==> config.mk <==
export PLATFORM = sky130hd
export DESIGN_NAME = sax_core
export DESIGN_NICKNAME = d
export VERILOG_FILES = /design/src/core/sax_pkg.sv /design/src/core/sax_core.sv
export SDC_FILE = /design/constraint.sdc
export NUM_CORES = 1
export LEC_CHECK = 0
export BUFFER_PORTS_ARGS = -buffer_cell sky130_fd_sc_hd__buf_2
export CORE_AREA = 4 4 143 131
export CTS_BUF_LIST = sky130_fd_sc_hd__clkbuf_4 sky130_fd_sc_hd__clkbuf_8 sky130_fd_sc_hd__clkbuf_16
export DETAILED_ROUTE_END_ITERATION = 10
export DIE_AREA = 0 0 147 135
export PLACE_DENSITY_LB_ADDON = 0.12
export SYNTH_ARGS = -nofsm -noshare
export SYNTH_HDL_FRONTEND = slang
export SYNTH_SLANG_ARGS = --single-unit
==> constraint.sdc <==
create_clock -name i_ref_clk -period 3.35 [get_ports i_ref_clk]
set_input_delay 0.67 -clock i_ref_clk [delete_from_list [all_inputs] [get_ports i_ref_clk]]
set_output_delay 0.67 -clock i_ref_clk [all_outputs]
set_load 0.005 [all_outputs]
==> src/core/sax_pkg.sv <==
// Shared constants, types and register map of the segment address extension block.
package sax_pkg;
  localparam int SEG_W = 6;
  localparam int VADDR_W = 16;
  localparam int PADDR_W = 22;
  localparam int AXI_ADDR_W = 10;
  localparam int DEPTH_W = 4;
  localparam int NUM_EXT = 8;

  // Register indices; the byte address is four times the index.
  localparam logic [7:0] REG_PORT0_IDX = 8'hE0;
  localparam logic [7:0] REG_PAGE0_IDX = 8'hF0;
  localparam logic [7:0] REG_CSEG_IDX = 8'hF4;
  localparam logic [7:0] REG_XMODE_IDX = 8'hF6;
  localparam logic [7:0] REG_ISEG_IDX = 8'hF8;
  localparam logic [7:0] REG_DSEG_IDX = 8'hF9;
  localparam logic [7:0] REG_EDGE_IDX = 8'hFA;
  localparam logic [7:0] REG_TOPSEL_IDX = 8'hFB;

  localparam int XMODE_RELOC_BIT = 5;
  localparam int XMODE_STACK_BIT = 6;
  localparam int TOPSEL_NMI_BIT = 0;

  localparam logic [SEG_W-1:0] CSEG_RESET = 6'h00;
  localparam logic [SEG_W-1:0] SEG_RESET = 6'h00;
  localparam logic [SEG_W-1:0] SEG_ZERO = 6'h00;
  localparam logic [7:0] PAGE_RESET = 8'h00;
  localparam logic [7:0] EDGE_RESET = 8'h00;

  localparam logic [VADDR_W-1:0] VEC_RESET = 16'h0000;
  localparam logic [VADDR_W-1:0] VEC_DIVZ = 16'h0002;
  localparam logic [VADDR_W-1:0] VEC_TOP = 16'h0004;
  localparam logic [7:0] VEC_TABLE_PAGE = 8'h00;

  localparam logic [1:0] RESP_OKAY = 2'h0;
  localparam logic [1:0] RESP_SLVERR = 2'h2;

  typedef enum logic [2:0] {
    KIND_CODE = 3'h0,
    KIND_DATA = 3'h1,
    KIND_DMA = 3'h2,
    KIND_VEC = 3'h3,
    KIND_TOP = 3'h4,
    KIND_RESET = 3'h5,
    KIND_DIVZ = 3'h6
  } sax_kind_t;

  typedef struct packed {
    sax_kind_t kind;
    logic [VADDR_W-1:0] vaddr;
    logic vec_byte;
  } sax_acc_t;

  typedef enum logic [3:0] {
    ST_IDLE = 4'h0,
    ST_PUSH_PCL = 4'h1,
    ST_PUSH_PCH = 4'h3,
    ST_PUSH_CS = 4'h2,
    ST_PUSH_FL = 4'h6,
    ST_POP_FL = 4'h7,
    ST_POP_CS = 4'h5,
    ST_POP_PCH = 4'h4,
    ST_POP_PCL = 4'hC
  } sax_stk_t;
endpackage

==> src/core/sax_core.sv <==
// Segment address extension: segment select, vectors, interrupt stacking, AXI4-Lite registers.
//
// The AXI4-Lite slave port is this design's own decision.
module sax_core import sax_pkg::*; #(
  parameter int VEC_LOW_W = 2
) (
  input wire logic i_ref_clk,
  input wire logic i_resetn,
  input wire logic i_s_axi_awvalid,
  output logic o_s_axi_awready,
  input wire logic [AXI_ADDR_W-1:0] i_s_axi_awaddr,
  input wire logic i_s_axi_wvalid,
  output logic o_s_axi_wready,
  input wire logic [31:0] i_s_axi_wdata,
  input wire logic [3:0] i_s_axi_wstrb,
  output logic o_s_axi_bvalid,
  input wire logic i_s_axi_bready,
  output logic [1:0] o_s_axi_bresp,
  input wire logic i_s_axi_arvalid,
  output logic o_s_axi_arready,
  input wire logic [AXI_ADDR_W-1:0] i_s_axi_araddr,
  output logic o_s_axi_rvalid,
  input wire logic i_s_axi_rready,
  output logic [31:0] o_s_axi_rdata,
  output logic [1:0] o_s_axi_rresp,
  input wire logic i_acc_valid,
  input wire sax_acc_t i_acc,
  input wire logic i_dma_segment_pick,
  input wire logic [7:0] i_vector_base,
  input wire logic [VEC_LOW_W-1:0] i_vector_chan,
  output logic o_paddr_valid,
  output logic [PADDR_W-1:0] o_paddr,
  input wire logic i_int_enter,
  input wire logic i_trap_enter,
  input wire logic i_int_return,
  input wire logic i_far_load,
  input wire logic [SEG_W-1:0] i_far_seg,
  input wire logic [VADDR_W-1:0] i_pc,
  input wire logic [7:0] i_flags,
  input wire logic [7:0] i_pop_data,
  output logic o_stack_push,
  output logic o_stack_pop,
  output logic [7:0] o_stack_data,
  output logic o_busy,
  input wire logic [NUM_EXT-1:0] i_ext_int,
  input wire logic i_nmi,
  input wire logic i_wdt_irq,
  output logic [NUM_EXT-1:0] o_ext_req,
  output logic o_top_req,
  output logic o_ports_relocated
);
  ////////////////////////////////////////////////////////////////////////////
  logic [SEG_W-1:0] cseg_ff, iseg_ff, dseg_ff;
  logic [7:0] page_ff [4];
  logic reloc_ff, stack_en_ff, top_nmi_ff, trap_ff;
  logic [NUM_EXT-1:0] edge_sel_ff;
  logic [DEPTH_W-1:0] depth_ff;
  logic [VADDR_W-1:0] pc_ff;
  logic [7:0] flags_ff;
  sax_stk_t state_ff, nxt_state;
  logic awready_ff, arready_ff, bvalid_ff, rvalid_ff;
  logic [1:0] bresp_ff, rresp_ff;
  logic [7:0] rdata_ff;

  // Bus slave: a write is taken once address and data are both offered.
  wire nxt_awready = i_s_axi_awvalid & i_s_axi_wvalid & ~awready_ff & ~bvalid_ff;
  wire nxt_arready = i_s_axi_arvalid & ~arready_ff & ~rvalid_ff;
  wire wr_go = awready_ff & i_s_axi_awvalid & i_s_axi_wvalid;
  wire rd_go = arready_ff & i_s_axi_arvalid;
  wire [7:0] aw_idx = i_s_axi_awaddr[9:2];
  wire [7:0] ar_idx = i_s_axi_araddr[9:2];
  wire [7:0] page_base = reloc_ff ? REG_PORT0_IDX : REG_PAGE0_IDX;
  wire aw_page = aw_idx[7:2] == page_base[7:2];
  wire ar_page = ar_idx[7:2] == page_base[7:2];
  wire aw_known = aw_page | (aw_idx inside {REG_CSEG_IDX, REG_XMODE_IDX, REG_ISEG_IDX,
                                            REG_DSEG_IDX, REG_EDGE_IDX, REG_TOPSEL_IDX});
  wire ar_known = ar_page | (ar_idx inside {REG_CSEG_IDX, REG_XMODE_IDX, REG_ISEG_IDX,
                                            REG_DSEG_IDX, REG_EDGE_IDX, REG_TOPSEL_IDX});
  wire wr_en = wr_go & i_s_axi_wstrb[0];
  wire [7:0] wbyte = i_s_axi_wdata[7:0];
  wire cs_wr = wr_en & (aw_idx == REG_CSEG_IDX);
  wire [7:0] xmode_rd = 8'(({7'h00, stack_en_ff} << XMODE_STACK_BIT)
                         | ({7'h00, reloc_ff} << XMODE_RELOC_BIT));
  wire [7:0] rd_byte =
    ar_page ? page_ff[ar_idx[1:0]] :
    (ar_idx == REG_CSEG_IDX) ? {2'h0, cseg_ff} :
    (ar_idx == REG_XMODE_IDX) ? xmode_rd :
    (ar_idx == REG_ISEG_IDX) ? {2'h0, iseg_ff} :
    (ar_idx == REG_DSEG_IDX) ? {2'h0, dseg_ff} :
    (ar_idx == REG_EDGE_IDX) ? edge_sel_ff :
    (ar_idx == REG_TOPSEL_IDX) ? {7'h00, top_nmi_ff} : 8'h00;

  always_ff @(posedge i_ref_clk or negedge i_resetn) begin
    if (!i_resetn) begin
      awready_ff <= 1'b0;
      arready_ff <= 1'b0;
      bvalid_ff <= 1'b0;
      rvalid_ff <= 1'b0;
      bresp_ff <= RESP_OKAY;
      rresp_ff <= RESP_OKAY;
      rdata_ff <= 8'h00;
    end else begin
      awready_ff <= nxt_awready;
      arready_ff <= nxt_arready;
      if (wr_go) begin
        bvalid_ff <= 1'b1;
        bresp_ff <= aw_known ? RESP_OKAY : RESP_SLVERR;
      end else if (i_s_axi_bready) begin
        bvalid_ff <= 1'b0;
      end
      if (rd_go) begin
        rvalid_ff <= 1'b1;
        rresp_ff <= ar_known ? RESP_OKAY : RESP_SLVERR;
        rdata_ff <= rd_byte;
      end else if (i_s_axi_rready) begin
        rvalid_ff <= 1'b0;
      end
    end
  end

  ////////////////////////////////////////////////////////////////////////////
  // Only six segment bits are stored, so reserved top bits always read zero.
  always_ff @(posedge i_ref_clk or negedge i_resetn) begin
    if (!i_resetn) begin
      iseg_ff <= SEG_RESET;
      dseg_ff <= SEG_RESET;
      reloc_ff <= 1'b0;
      stack_en_ff <= 1'b0;
      edge_sel_ff <= EDGE_RESET;
      top_nmi_ff <= 1'b0;
    end else if (wr_en) begin
      if (aw_idx == REG_ISEG_IDX) iseg_ff <= wbyte[SEG_W-1:0];
      if (aw_idx == REG_DSEG_IDX) dseg_ff <= wbyte[SEG_W-1:0];
      if (aw_idx == REG_XMODE_IDX) begin
        reloc_ff <= wbyte[XMODE_RELOC_BIT];
        stack_en_ff <= wbyte[XMODE_STACK_BIT];
      end
      if (aw_idx == REG_EDGE_IDX) edge_sel_ff <= wbyte;
      if (aw_idx == REG_TOPSEL_IDX) top_nmi_ff <= wbyte[TOPSEL_NMI_BIT];
    end
  end

  for (genvar g = 0; g < 4; g++) begin : g_page
    always_ff @(posedge i_ref_clk or negedge i_resetn) begin
      if (!i_resetn) begin
        page_ff[g] <= PAGE_RESET;
      end else if (wr_en && aw_page && aw_idx[1:0] == 2'(g)) begin
        page_ff[g] <= wbyte;
      end
    end
  end

  ////////////////////////////////////////////////////////////////////////////
  // Stacking sequencer. Events arriving while busy are ignored by design.
  wire idle = state_ff == ST_IDLE;
  wire start_int = idle & i_int_enter;
  wire start_trap = idle & i_trap_enter & ~i_int_enter;
  wire in_service = depth_ff != '0;

  always_comb begin
    nxt_state = state_ff;
    case (state_ff)
      ST_IDLE: begin
        if (i_int_enter || i_trap_enter) nxt_state = ST_PUSH_PCL;
        else if (i_int_return && in_service) nxt_state = ST_POP_FL;
      end
      ST_PUSH_PCL: nxt_state = ST_PUSH_PCH;
      ST_PUSH_PCH: begin
        if (trap_ff) nxt_state = ST_IDLE;
        else if (stack_en_ff) nxt_state = ST_PUSH_CS;
        else nxt_state = ST_PUSH_FL;
      end
      ST_PUSH_CS: nxt_state = ST_PUSH_FL;
      ST_PUSH_FL: nxt_state = ST_IDLE;
      ST_POP_FL: nxt_state = stack_en_ff ? ST_POP_CS : ST_POP_PCH;
      ST_POP_CS: nxt_state = ST_POP_PCH;
      ST_POP_PCH: nxt_state = ST_POP_PCL;
      ST_POP_PCL: nxt_state = ST_IDLE;
      default: nxt_state = ST_IDLE;
    endcase
  end

  wire [VADDR_W-1:0] pc_src = idle ? i_pc : pc_ff;
  wire nxt_push = nxt_state inside {ST_PUSH_PCL, ST_PUSH_PCH, ST_PUSH_CS, ST_PUSH_FL};
  wire nxt_pop = nxt_state inside {ST_POP_FL, ST_POP_CS, ST_POP_PCH, ST_POP_PCL};
  wire [7:0] nxt_data =
    (nxt_state == ST_PUSH_PCL) ? pc_src[7:0] :
    (nxt_state == ST_PUSH_PCH) ? pc_src[15:8] :
    (nxt_state == ST_PUSH_CS) ? {2'h0, cseg_ff} :
    (nxt_state == ST_PUSH_FL) ? flags_ff : 8'h00;

  always_ff @(posedge i_ref_clk or negedge i_resetn) begin
    if (!i_resetn) begin
      state_ff <= ST_IDLE;
      trap_ff <= 1'b0;
      pc_ff <= '0;
      flags_ff <= 8'h00;
      depth_ff <= '0;
      o_stack_push <= 1'b0;
      o_stack_pop <= 1'b0;
      o_stack_data <= 8'h00;
      o_busy <= 1'b0;
    end else begin
      state_ff <= nxt_state;
      o_stack_push <= nxt_push;
      o_stack_pop <= nxt_pop;
      o_stack_data <= nxt_data;
      o_busy <= nxt_state != ST_IDLE;
      if (start_int || start_trap) begin
        trap_ff <= start_trap;
        pc_ff <= i_pc;
        flags_ff <= i_flags;
      end
      if (start_int) depth_ff <= depth_ff + 1'b1;
      else if (state_ff == ST_POP_PCL) depth_ff <= depth_ff - 1'b1;
    end
  end

  // A popped segment wins over a far transfer, which wins over a software write.
  always_ff @(posedge i_ref_clk or negedge i_resetn) begin
    if (!i_resetn) begin
      cseg_ff <= CSEG_RESET;
    end else if (state_ff == ST_POP_CS) begin
      cseg_ff <= i_pop_data[SEG_W-1:0];
    end else if (state_ff == ST_PUSH_FL && stack_en_ff) begin
      cseg_ff <= iseg_ff;
    end else if (i_far_load) begin
      cseg_ff <= i_far_seg;
    end else if (cs_wr) begin
      cseg_ff <= wbyte[SEG_W-1:0];
    end
  end

  ////////////////////////////////////////////////////////////////////////////
  // Physical address formation.
  wire is_dma = i_acc.kind == KIND_DMA;
  wire use_dseg = is_dma & i_dma_segment_pick;
  wire use_iseg = is_dma | (i_acc.kind == KIND_CODE & in_service & ~stack_en_ff);
  wire [SEG_W-1:0] seg_sel = use_dseg ? dseg_ff : use_iseg ? iseg_ff : cseg_ff;
  wire [7:0] vec_num = {i_vector_base[7:VEC_LOW_W+1], i_vector_chan, i_acc.vec_byte};
  wire [7:0] page_num = page_ff[i_acc.vaddr[15:14]];
  wire [PADDR_W-1:0] nxt_paddr =
    (i_acc.kind == KIND_RESET) ? {SEG_ZERO, VEC_RESET[15:1], i_acc.vec_byte} :
    (i_acc.kind == KIND_DIVZ) ? {cseg_ff, VEC_DIVZ[15:1], i_acc.vec_byte} :
    (i_acc.kind == KIND_TOP) ? {iseg_ff, VEC_TOP[15:1], i_acc.vec_byte} :
    (i_acc.kind == KIND_VEC) ? {iseg_ff, VEC_TABLE_PAGE, vec_num} :
    (i_acc.kind == KIND_DATA) ? {page_num, i_acc.vaddr[13:0]} :
    {seg_sel, i_acc.vaddr};

  // Top-level channel: external pin or watchdog, both as rising edges.
  logic [NUM_EXT-1:0] ext_s1_ff, ext_s2_ff, ext_prev_ff;
  logic nmi_s1_ff, nmi_s2_ff, nmi_prev_ff, wdt_prev_ff;
  wire [NUM_EXT-1:0] nxt_ext_req = (ext_s2_ff & ~ext_prev_ff & edge_sel_ff)
                                 | (~ext_s2_ff & ext_prev_ff & ~edge_sel_ff);
  wire nxt_top_req = top_nmi_ff ? (nmi_s2_ff & ~nmi_prev_ff) : (i_wdt_irq & ~wdt_prev_ff);

  always_ff @(posedge i_ref_clk or negedge i_resetn) begin
    if (!i_resetn) begin
      o_paddr_valid <= 1'b0;
      o_paddr <= '0;
      ext_s1_ff <= '0;
      ext_s2_ff <= '0;
      ext_prev_ff <= '0;
      nmi_s1_ff <= 1'b0;
      nmi_s2_ff <= 1'b0;
      nmi_prev_ff <= 1'b0;
      wdt_prev_ff <= 1'b0;
      o_ext_req <= '0;
      o_top_req <= 1'b0;
      o_ports_relocated <= 1'b0;
    end else begin
      o_paddr_valid <= i_acc_valid;
      if (i_acc_valid) o_paddr <= nxt_paddr;
      ext_s1_ff <= i_ext_int;
      ext_s2_ff <= ext_s1_ff;
      ext_prev_ff <= ext_s2_ff;
      nmi_s1_ff <= i_nmi;
      nmi_s2_ff <= nmi_s1_ff;
      nmi_prev_ff <= nmi_s2_ff;
      wdt_prev_ff <= i_wdt_irq;
      o_ext_req <= nxt_ext_req;
      o_top_req <= nxt_top_req;
      o_ports_relocated <= reloc_ff;
    end
  end

  assign o_s_axi_awready = awready_ff;
  assign o_s_axi_wready = awready_ff;
  assign o_s_axi_bvalid = bvalid_ff;
  assign o_s_axi_bresp = bresp_ff;
  assign o_s_axi_arready = arready_ff;
  assign o_s_axi_rvalid = rvalid_ff;
  assign o_s_axi_rresp = rresp_ff;
  assign o_s_axi_rdata = {24'h000000, rdata_ff};
endmodule

==> results of run 1 <==
## cells in the mapped netlist, drive strengths merged (5+ instances only)
master and number:
a211oi 8, a21oi 44, a221o 6, a221oi 12, a22o 8, a31oi 8
and2 5, buf 34, clkbuf 24, dfrtp 172, inv 16, mux2 77
mux2i 15, mux4 15, nand2 141, nand2b 7, nand3 10, nor2 40
nor2b 5, nor3 10, o21ai 37, o32ai 6
## logic make-up after synthesis
logic type / share of synthesized area [%]
buffers and inverters: 4.79
adder cells (fa/ha/maj): 0.551
multiplexers: 16.7
AO/OA/AOI/OAI: 12.2
AND/OR/NAND/NOR: 12.5
XOR/XNOR: 0.643
other: 0.0459
flip-flops: 52.6
## layer usage
| layer | track usage, % | part of all wire [%] |
|---|---|---|
| met5 | 0 | 0 |
| met4 | 5.07 | 1.0 |
| met3 | 4.66 | 5.7 |
| met2 | 37.3 | 52 |
| met1 | 28.3 | 42 |
## final cells by class
| type | count | area, sq um | area share, % |
|---|---|---|---|
| flip-flops and latches | 172 | 4300 | 44.0 |
| multi-input cells | 527 | 3580 | 36.6 |
| repair buffers | 179 | 940 | 9.60 |
| clock buffers | 17 | 425 | 4.35 |
| well taps | 240 | 300 | 3.07 |
| clock inverters | 15 | 176 | 1.80 |
| inverters | 16 | 60.1 | 0.614 |
## power groups by stage
stage | clock, uW | sequential [uW] | combinational, uW
after floorplan | 0 | 2630 | 857
final | 1990 | 2670 | 1270
after CTS | 2030 | 2670 | 1280
after global routing | 2120 | 2710 | 1430
after detailed placement | 0 | 2710 | 1280
after global placement | 0 | 2690 | 1230
## stage by stage
| step | instances | instance area, sq um | hold WS (ps) |
|---|---|---|---|
| detailed placement | 1134 | 9180 | 335 |
| global placement | 1134 | 9180 | 332 |
| CTS | 1166 | 9790 | 311 |
| global route | 1166 | 9790 | 313 |
| finish | 1166 | 9790 | 281 |
| floorplan | 773 | 8270 | 331 |
## worst reg2reg max path, stage by stage (launching register included)
cell,delay [ps]
dfrtp_1,450
or2_1,360
nor2_1,140
buf_4,160
nand2_1,120
ha_1,290
a21o_1,180
a21oi_1,160
mux2_2,340
nor2_1,110
xor2_1,150
## path summary, 6_finish.rpt
path                               from           end  slack (ps)  cells after the start
max                         state_ff[1]   depth_ff[3]         830                     10
min                            i_resetn    o_paddr[6]         280                      1
max reg2reg                 state_ff[1]   depth_ff[3]         830                     10
min reg2reg                ext_s1_ff[1]  ext_s2_ff[1]         350                      0
max in group asynchronous      i_resetn      pc_ff[8]        2240                      2
min in group i_ref_clk     i_ext_int[5]  ext_s1_ff[5]         340                      1
## cell usage in the layout (no fill, tap or decap), drive strengths merged, types with 5 or more instances in the layout
master  synthesis  final
buf            34    179
dfrtp         172    172
nand2         141    141
mux2           77     77
a21oi          44     44
nor2           40     40
o21ai          37     37
conb            1     26
inv            16     23
clkbuf         24     17
mux4           15     15
mux2i          15     15
a221oi         12     12
nand3          10     10
nor3           10     10
a31oi           8      8
a22o            8      8
a211oi          8      8
nand2b          7      7
a221o           6      6
o32ai           6      6
nor2b           5      5
and2            5      5
## sequential cells by signal (all words and copies together) (netlist names), 4 cells and up
name and flops:
cseg_ff 6, depth_ff 4, dseg_ff 6, edge_sel_ff 8, ext_prev_ff 8, ext_s1_ff 8
ext_s2_ff 8, flags_ff 8, iseg_ff 6, o_ext_req 8, o_paddr 22, o_stack_data 8
page_ff 32, pc_ff 8, rdata_ff 8, state_ff 4
==> results.sh, run 1 <==
export IMPL_outcome="finished, final reports clean"
export IMPL_cp_num_buf_inv=1
export IMPL_antenna_left=0
export IMPL_core_sq_um=17300
export IMPL_cp_max_fo=8
export IMPL_area_growth_pct=19.7
export IMPL_tightest_slew_ps=1190
export IMPL_crit_slowest_cell="dfrtp_1"
export IMPL_path_clk_slew_ps=70
export IMPL_drc=0
export IMPL_vias=6316
export IMPL_fin_crit_sh_pct=75.1
export IMPL_cts_resized=0
export IMPL_syn_inst=748
export IMPL_slew_limit_headroom_pct=20.5
export IMPL_crit_type="register to register"
export IMPL_setup_violations=0
export IMPL_cp_slowest_stage_delay_ps=450
export IMPL_io_pins=232
export IMPL_final_core_util_pct=56.5
export IMPL_grt_usage_pct=21.6
export IMPL_rows=46
export IMPL_synth_seq_cells=172
export IMPL_p_sw_share_pct=32.2
export IMPL_yosysWarnings=0
export IMPL_portBuffers=169
export IMPL_combPwrFrac_pct=21.4
export IMPL_avgRoutedWirePerCell_um=18.3
export IMPL_intPower_uw=4020
export IMPL_synth_distinct_cells=60
export IMPL_cp_end_kind="register"
export IMPL_drt_first_pass_iters=7
export IMPL_p_per_area_nw_per_um2=606
export IMPL_die_x_um=147
export IMPL_clk_latency_ps=430
export IMPL_grt_overflow_total=0
export IMPL_yosys_area_top_type="dfrtp_1"
export IMPL_critPathMostFrequentCell="nor2_1"
export IMPL_drv_cap=0
export IMPL_clockPowerShare_pct=33.5
export IMPL_grt_max_degree=77
export IMPL_report_power_total_uw=5930
export IMPL_syn_avg_cell_area_sq_um=10.9
export IMPL_fillCellCount=1485
export IMPL_gp_congestion=0.879
export IMPL_cts_tree="yes"
export IMPL_setup_worst_path_start_class="register"
export IMPL_routed_wl_um=21400
export IMPL_synth_top_area_share_pct=52.6
export IMPL_worstPathArrival_ps=2860
export IMPL_cts_buffer_depth=2
export IMPL_antennaDiodeCount=0
export IMPL_power_leakage_uw=0.00472
export IMPL_rsz0062_at_grt="false"
export IMPL_final_setup_tns_ps=0
export IMPL_crit_path_cell_trace="or2_1 -> nor2_1 -> buf_4 -> nand2_1 -> ha_1 -> a21o_1 -> a21oi_1 -> mux2_2 -> nor2_1 -> xor2_1"
export IMPL_synth_edf_count=0
export IMPL_min_path_type="input pin to async pin"
export IMPL_finalHoldViolCount=0
export IMPL_synthesis_area_sq_um=8180
export IMPL_drt_iter0_markers=432
export IMPL_cts_buffers=17
export IMPL_required_ps=3690
export IMPL_dieArea_sq_um=19800
export IMPL_grt_pass1_vias=6325
export IMPL_finClkSkew_ps=18.3
export IMPL_cts_hold_buf=0
export IMPL_antenna_found_initial=0
export IMPL_nets=1063
export IMPL_yosysSeqAreaShare_pct=52.6
export IMPL_fmax_mhz=397
export IMPL_root_buffer="clkbuf_16"
export IMPL_ir_drop_v=0.000335
export IMPL_cts_setup_buffers=0
export IMPL_yosys_top_cells_area="dfrtp_1 (53%), mux2_2 (10%), nand2_1 (6.5%)"
export IMPL_vias_per_cell=5.42
export IMPL_power_frac_seq_pct=45.1
export IMPL_cts_sinks=172
export IMPL_setup_ws_ps=833
export IMPL_grt_pass1_wl_um=33900
export IMPL_place_hpwl_um=15800
export IMPL_async_reset_ff_share_pct=100
export IMPL_p_sw_uw=1910
export IMPL_place_ws_ps=846
export IMPL_finalCriticalPeriod_ps=2520
export IMPL_die_h_um=135
export IMPL_cts_htree_levels=4
export IMPL_crit_family="simple AND/OR/NAND/NOR gates"
export IMPL_drive_gt1_share_pct=33.5
export IMPL_initial_core_util_pct=47.2
export IMPL_finalMaxSlewViolations=0
export IMPL_synthFlopType="dfrtp_1"
Power figures use the tool's default switching activity.
==> run 2, diff against run 1 <==
--- a/config.mk
+++ b/config.mk
@@ -6,10 +6,10 @@
 export NUM_CORES = 1
 export LEC_CHECK = 0
 export BUFFER_PORTS_ARGS = -buffer_cell sky130_fd_sc_hd__buf_2
-export CORE_AREA = 4 4 143 131
+export CORE_AREA = 4 4 145 133
 export CTS_BUF_LIST = sky130_fd_sc_hd__clkbuf_4 sky130_fd_sc_hd__clkbuf_8 sky130_fd_sc_hd__clkbuf_16
 export DETAILED_ROUTE_END_ITERATION = 10
-export DIE_AREA = 0 0 147 135
+export DIE_AREA = 0 0 149 137
 export PLACE_DENSITY_LB_ADDON = 0.12
 export SYNTH_ARGS = -nofsm -noshare
 export SYNTH_HDL_FRONTEND = slang
==> constraint.sdc (replaced) <==
create_clock -name i_ref_clk -period 2.16 [get_ports i_ref_clk]
set_input_delay 0.432 -clock i_ref_clk [delete_from_list [all_inputs] [get_ports i_ref_clk]]
set_output_delay 0.432 -clock i_ref_clk [all_outputs]
set_load 0.005 [all_outputs]
==> run 2 against run 1 <==
Effect of this change:
- clock-buffer cell count stayed put
- clock skew is 9.7 ps lower
- first-iteration DRC count is 3.0% lower
- fmax is 22% higher
- critical path depth is 4 lower
- largest cell class unchanged
- largest power group unchanged
==> results.sh, run 2 (synthesis results as in run 1) <==
export IMPL_drv_cap=0
export IMPL_worstPathArrival_ps=2430
export IMPL_slew_limit_headroom_pct=45.5
export IMPL_layout_common_cells="dfrtp_1 (172), buf_2 (168), nand2_1 (140)"
export IMPL_grt_use_met2_pct=36.0
export IMPL_top_register="page_ff"
export IMPL_clk_latency_ps=430
export IMPL_largest_reg_flops=32
export IMPL_grt_usage_pct=21.5
export IMPL_antenna_left=0
export IMPL_cts_tree="yes"
export IMPL_grt_pass1_wl_um=34200
export IMPL_io_pins=232
export IMPL_rsz0062_at_grt="false"
export IMPL_whs_path_depth=1
export IMPL_avgRoutedWirePerCell_um=18.4
export IMPL_initial_core_util_pct=46.4
export IMPL_min_path_type="input pin to register"
export IMPL_fmax_mhz=485
export IMPL_r2r_slack_ps=100
export IMPL_tightest_slew_ps=816
export IMPL_drt_iter0_markers=419
export IMPL_cts_htree_levels=4
export IMPL_drt_first_pass_iters=5
export IMPL_cp_max_fo=7
export IMPL_vias=6491
export IMPL_reg2reg_to="o_stack_data[5]"
export IMPL_p_per_area_nw_per_um2=930
export IMPL_cp_end_kind="register"
export IMPL_die_h_um=137
export IMPL_dpl_cell_area_sq_um=9410
export IMPL_path_clk_slew_ps=80
export IMPL_cts_sinks=172
export IMPL_cts_buffers=17
export IMPL_setup_violations=0
export IMPL_crit_type="register to register"
export IMPL_dieArea_sq_um=20400
export IMPL_timing_rr_start="state_ff[2]"
export IMPL_finClkSkew_ps=8.55
export IMPL_place_hpwl_um=16500
export IMPL_antennaDiodeCount=0
export IMPL_top_usage_layer="met2"
export IMPL_holdWs_ps=103
export IMPL_finalHoldViolCount=0
export IMPL_drc=0
export IMPL_vias_per_cell=5.45
export IMPL_antenna_found_initial=2
export IMPL_whs_endpoint="ext_s1_ff[5]"
export IMPL_grt_max_degree=67
export IMPL_grt_pass1_vias=6568
export IMPL_rows=46
export IMPL_routed_wl_um=21900
export IMPL_met3_usage_pct=5.17
export IMPL_portBuffers=169
export IMPL_root_buffer="clkbuf_16"
export IMPL_stdcell_area_sq_um=10000
export IMPL_place_ws_ps=35.6
export IMPL_fin_crit_sh_pct=95.4
export IMPL_finalCriticalPeriod_ps=2060
export IMPL_drive_gt1_share_pct=35.8
export IMPL_grt_overflow_total=0
export IMPL_area_growth_pct=22.4
export IMPL_setup_ws_ps=99.4
export IMPL_ir_drop_v=0.000666
export IMPL_power_leakage_uw=0.00486
export IMPL_top_regs="page_ff: 32 flops, o_paddr: 22 flops"
export IMPL_required_ps=2530
export IMPL_outcome="finished, final reports clean"
export IMPL_gp_congestion=0.885
export IMPL_met1_usage_pct=28.0
export IMPL_die_x_um=149
export IMPL_final_common_cell="dfrtp_1"
export IMPL_reg2reg_depth=6
export IMPL_finalMaxSlewViolations=0
export IMPL_nets=1088
export IMPL_min_from="i_ext_int[5]"
export IMPL_setup_worst_path_start_class="register"
export IMPL_core_sq_um=17600
export IMPL_cts_buffer_depth=2
## run 2: changes by cell type in the layout (fill, tap and decap cells not counted), moves of 2 or more
cell        delta
buf_4         +23
clkinvlp_4     -2
inv_8          +3
nor2_1         -2
## run 2: area by class of cell
class,count,area [sq um]
clock buffers,17,425
fillers,1564,7600
inverters,16,60.1
multi-input cells,527,3610
flip-flops and latches,172,4300
repair buffers,204,1140
clock inverters,15,165
well taps,240,300
## run 2: stage by stage
stage	utilization [%]	setup TNS, ps	power, uW	cells
after floorplan	-	-7.31	5490	773
after global placement	53.4	0	6260	1158
after detailed placement	53.4	0	6350	1158
after CTS	56.8	0	9370	1191
after global routing	56.8	0	9860	1191
final	56.8	0	9310	1191
## run 2: critical path, stage by stage, from the launching register on
cell     delay, ps
dfrtp_1        370
or2_1          280
buf_4          170
or4b_4         490
o31a_4         160
nor2b_2        310
a221o_1        210
## run 2: worst max-delay path by stage
stage | start | endpoint | cells after the start
after floorplan | state_ff[2] | depth_ff[3] | 10
after global placement | i_s_axi_awaddr[9] | cseg_ff[5] | 5
after detailed placement | i_s_axi_wvalid | cseg_ff[3] | 5
after CTS | state_ff[1] | depth_ff[3] | 9
after global routing | state_ff[2] | depth_ff[3] | 9
final | state_ff[2] | o_stack_data[5] | 6
## run 2: timing repair
action	CTS	global route
hold endpoints to repair	21	0
setup endpoints to repair	0	1
resized for setup	0	1
buffers inserted	0	0
hold buffers	1	0
## run 2: report_power, final
part	switching [uW]	internal (uW)	leakage, uW	total, uW
registers	357	3710	0.00221	4070
logic	1210	1010	0.00237	2220
clock network	1460	1560	0.000287	3020
total	3030	6280	0.00486	9310
## run 2: layer usage
metal	part of all wire (%)	vias up
li1	-	2999
met1	41	3221
met2	50	219
met3	6.5	48
met4	1.8	4
met5	0.091	-
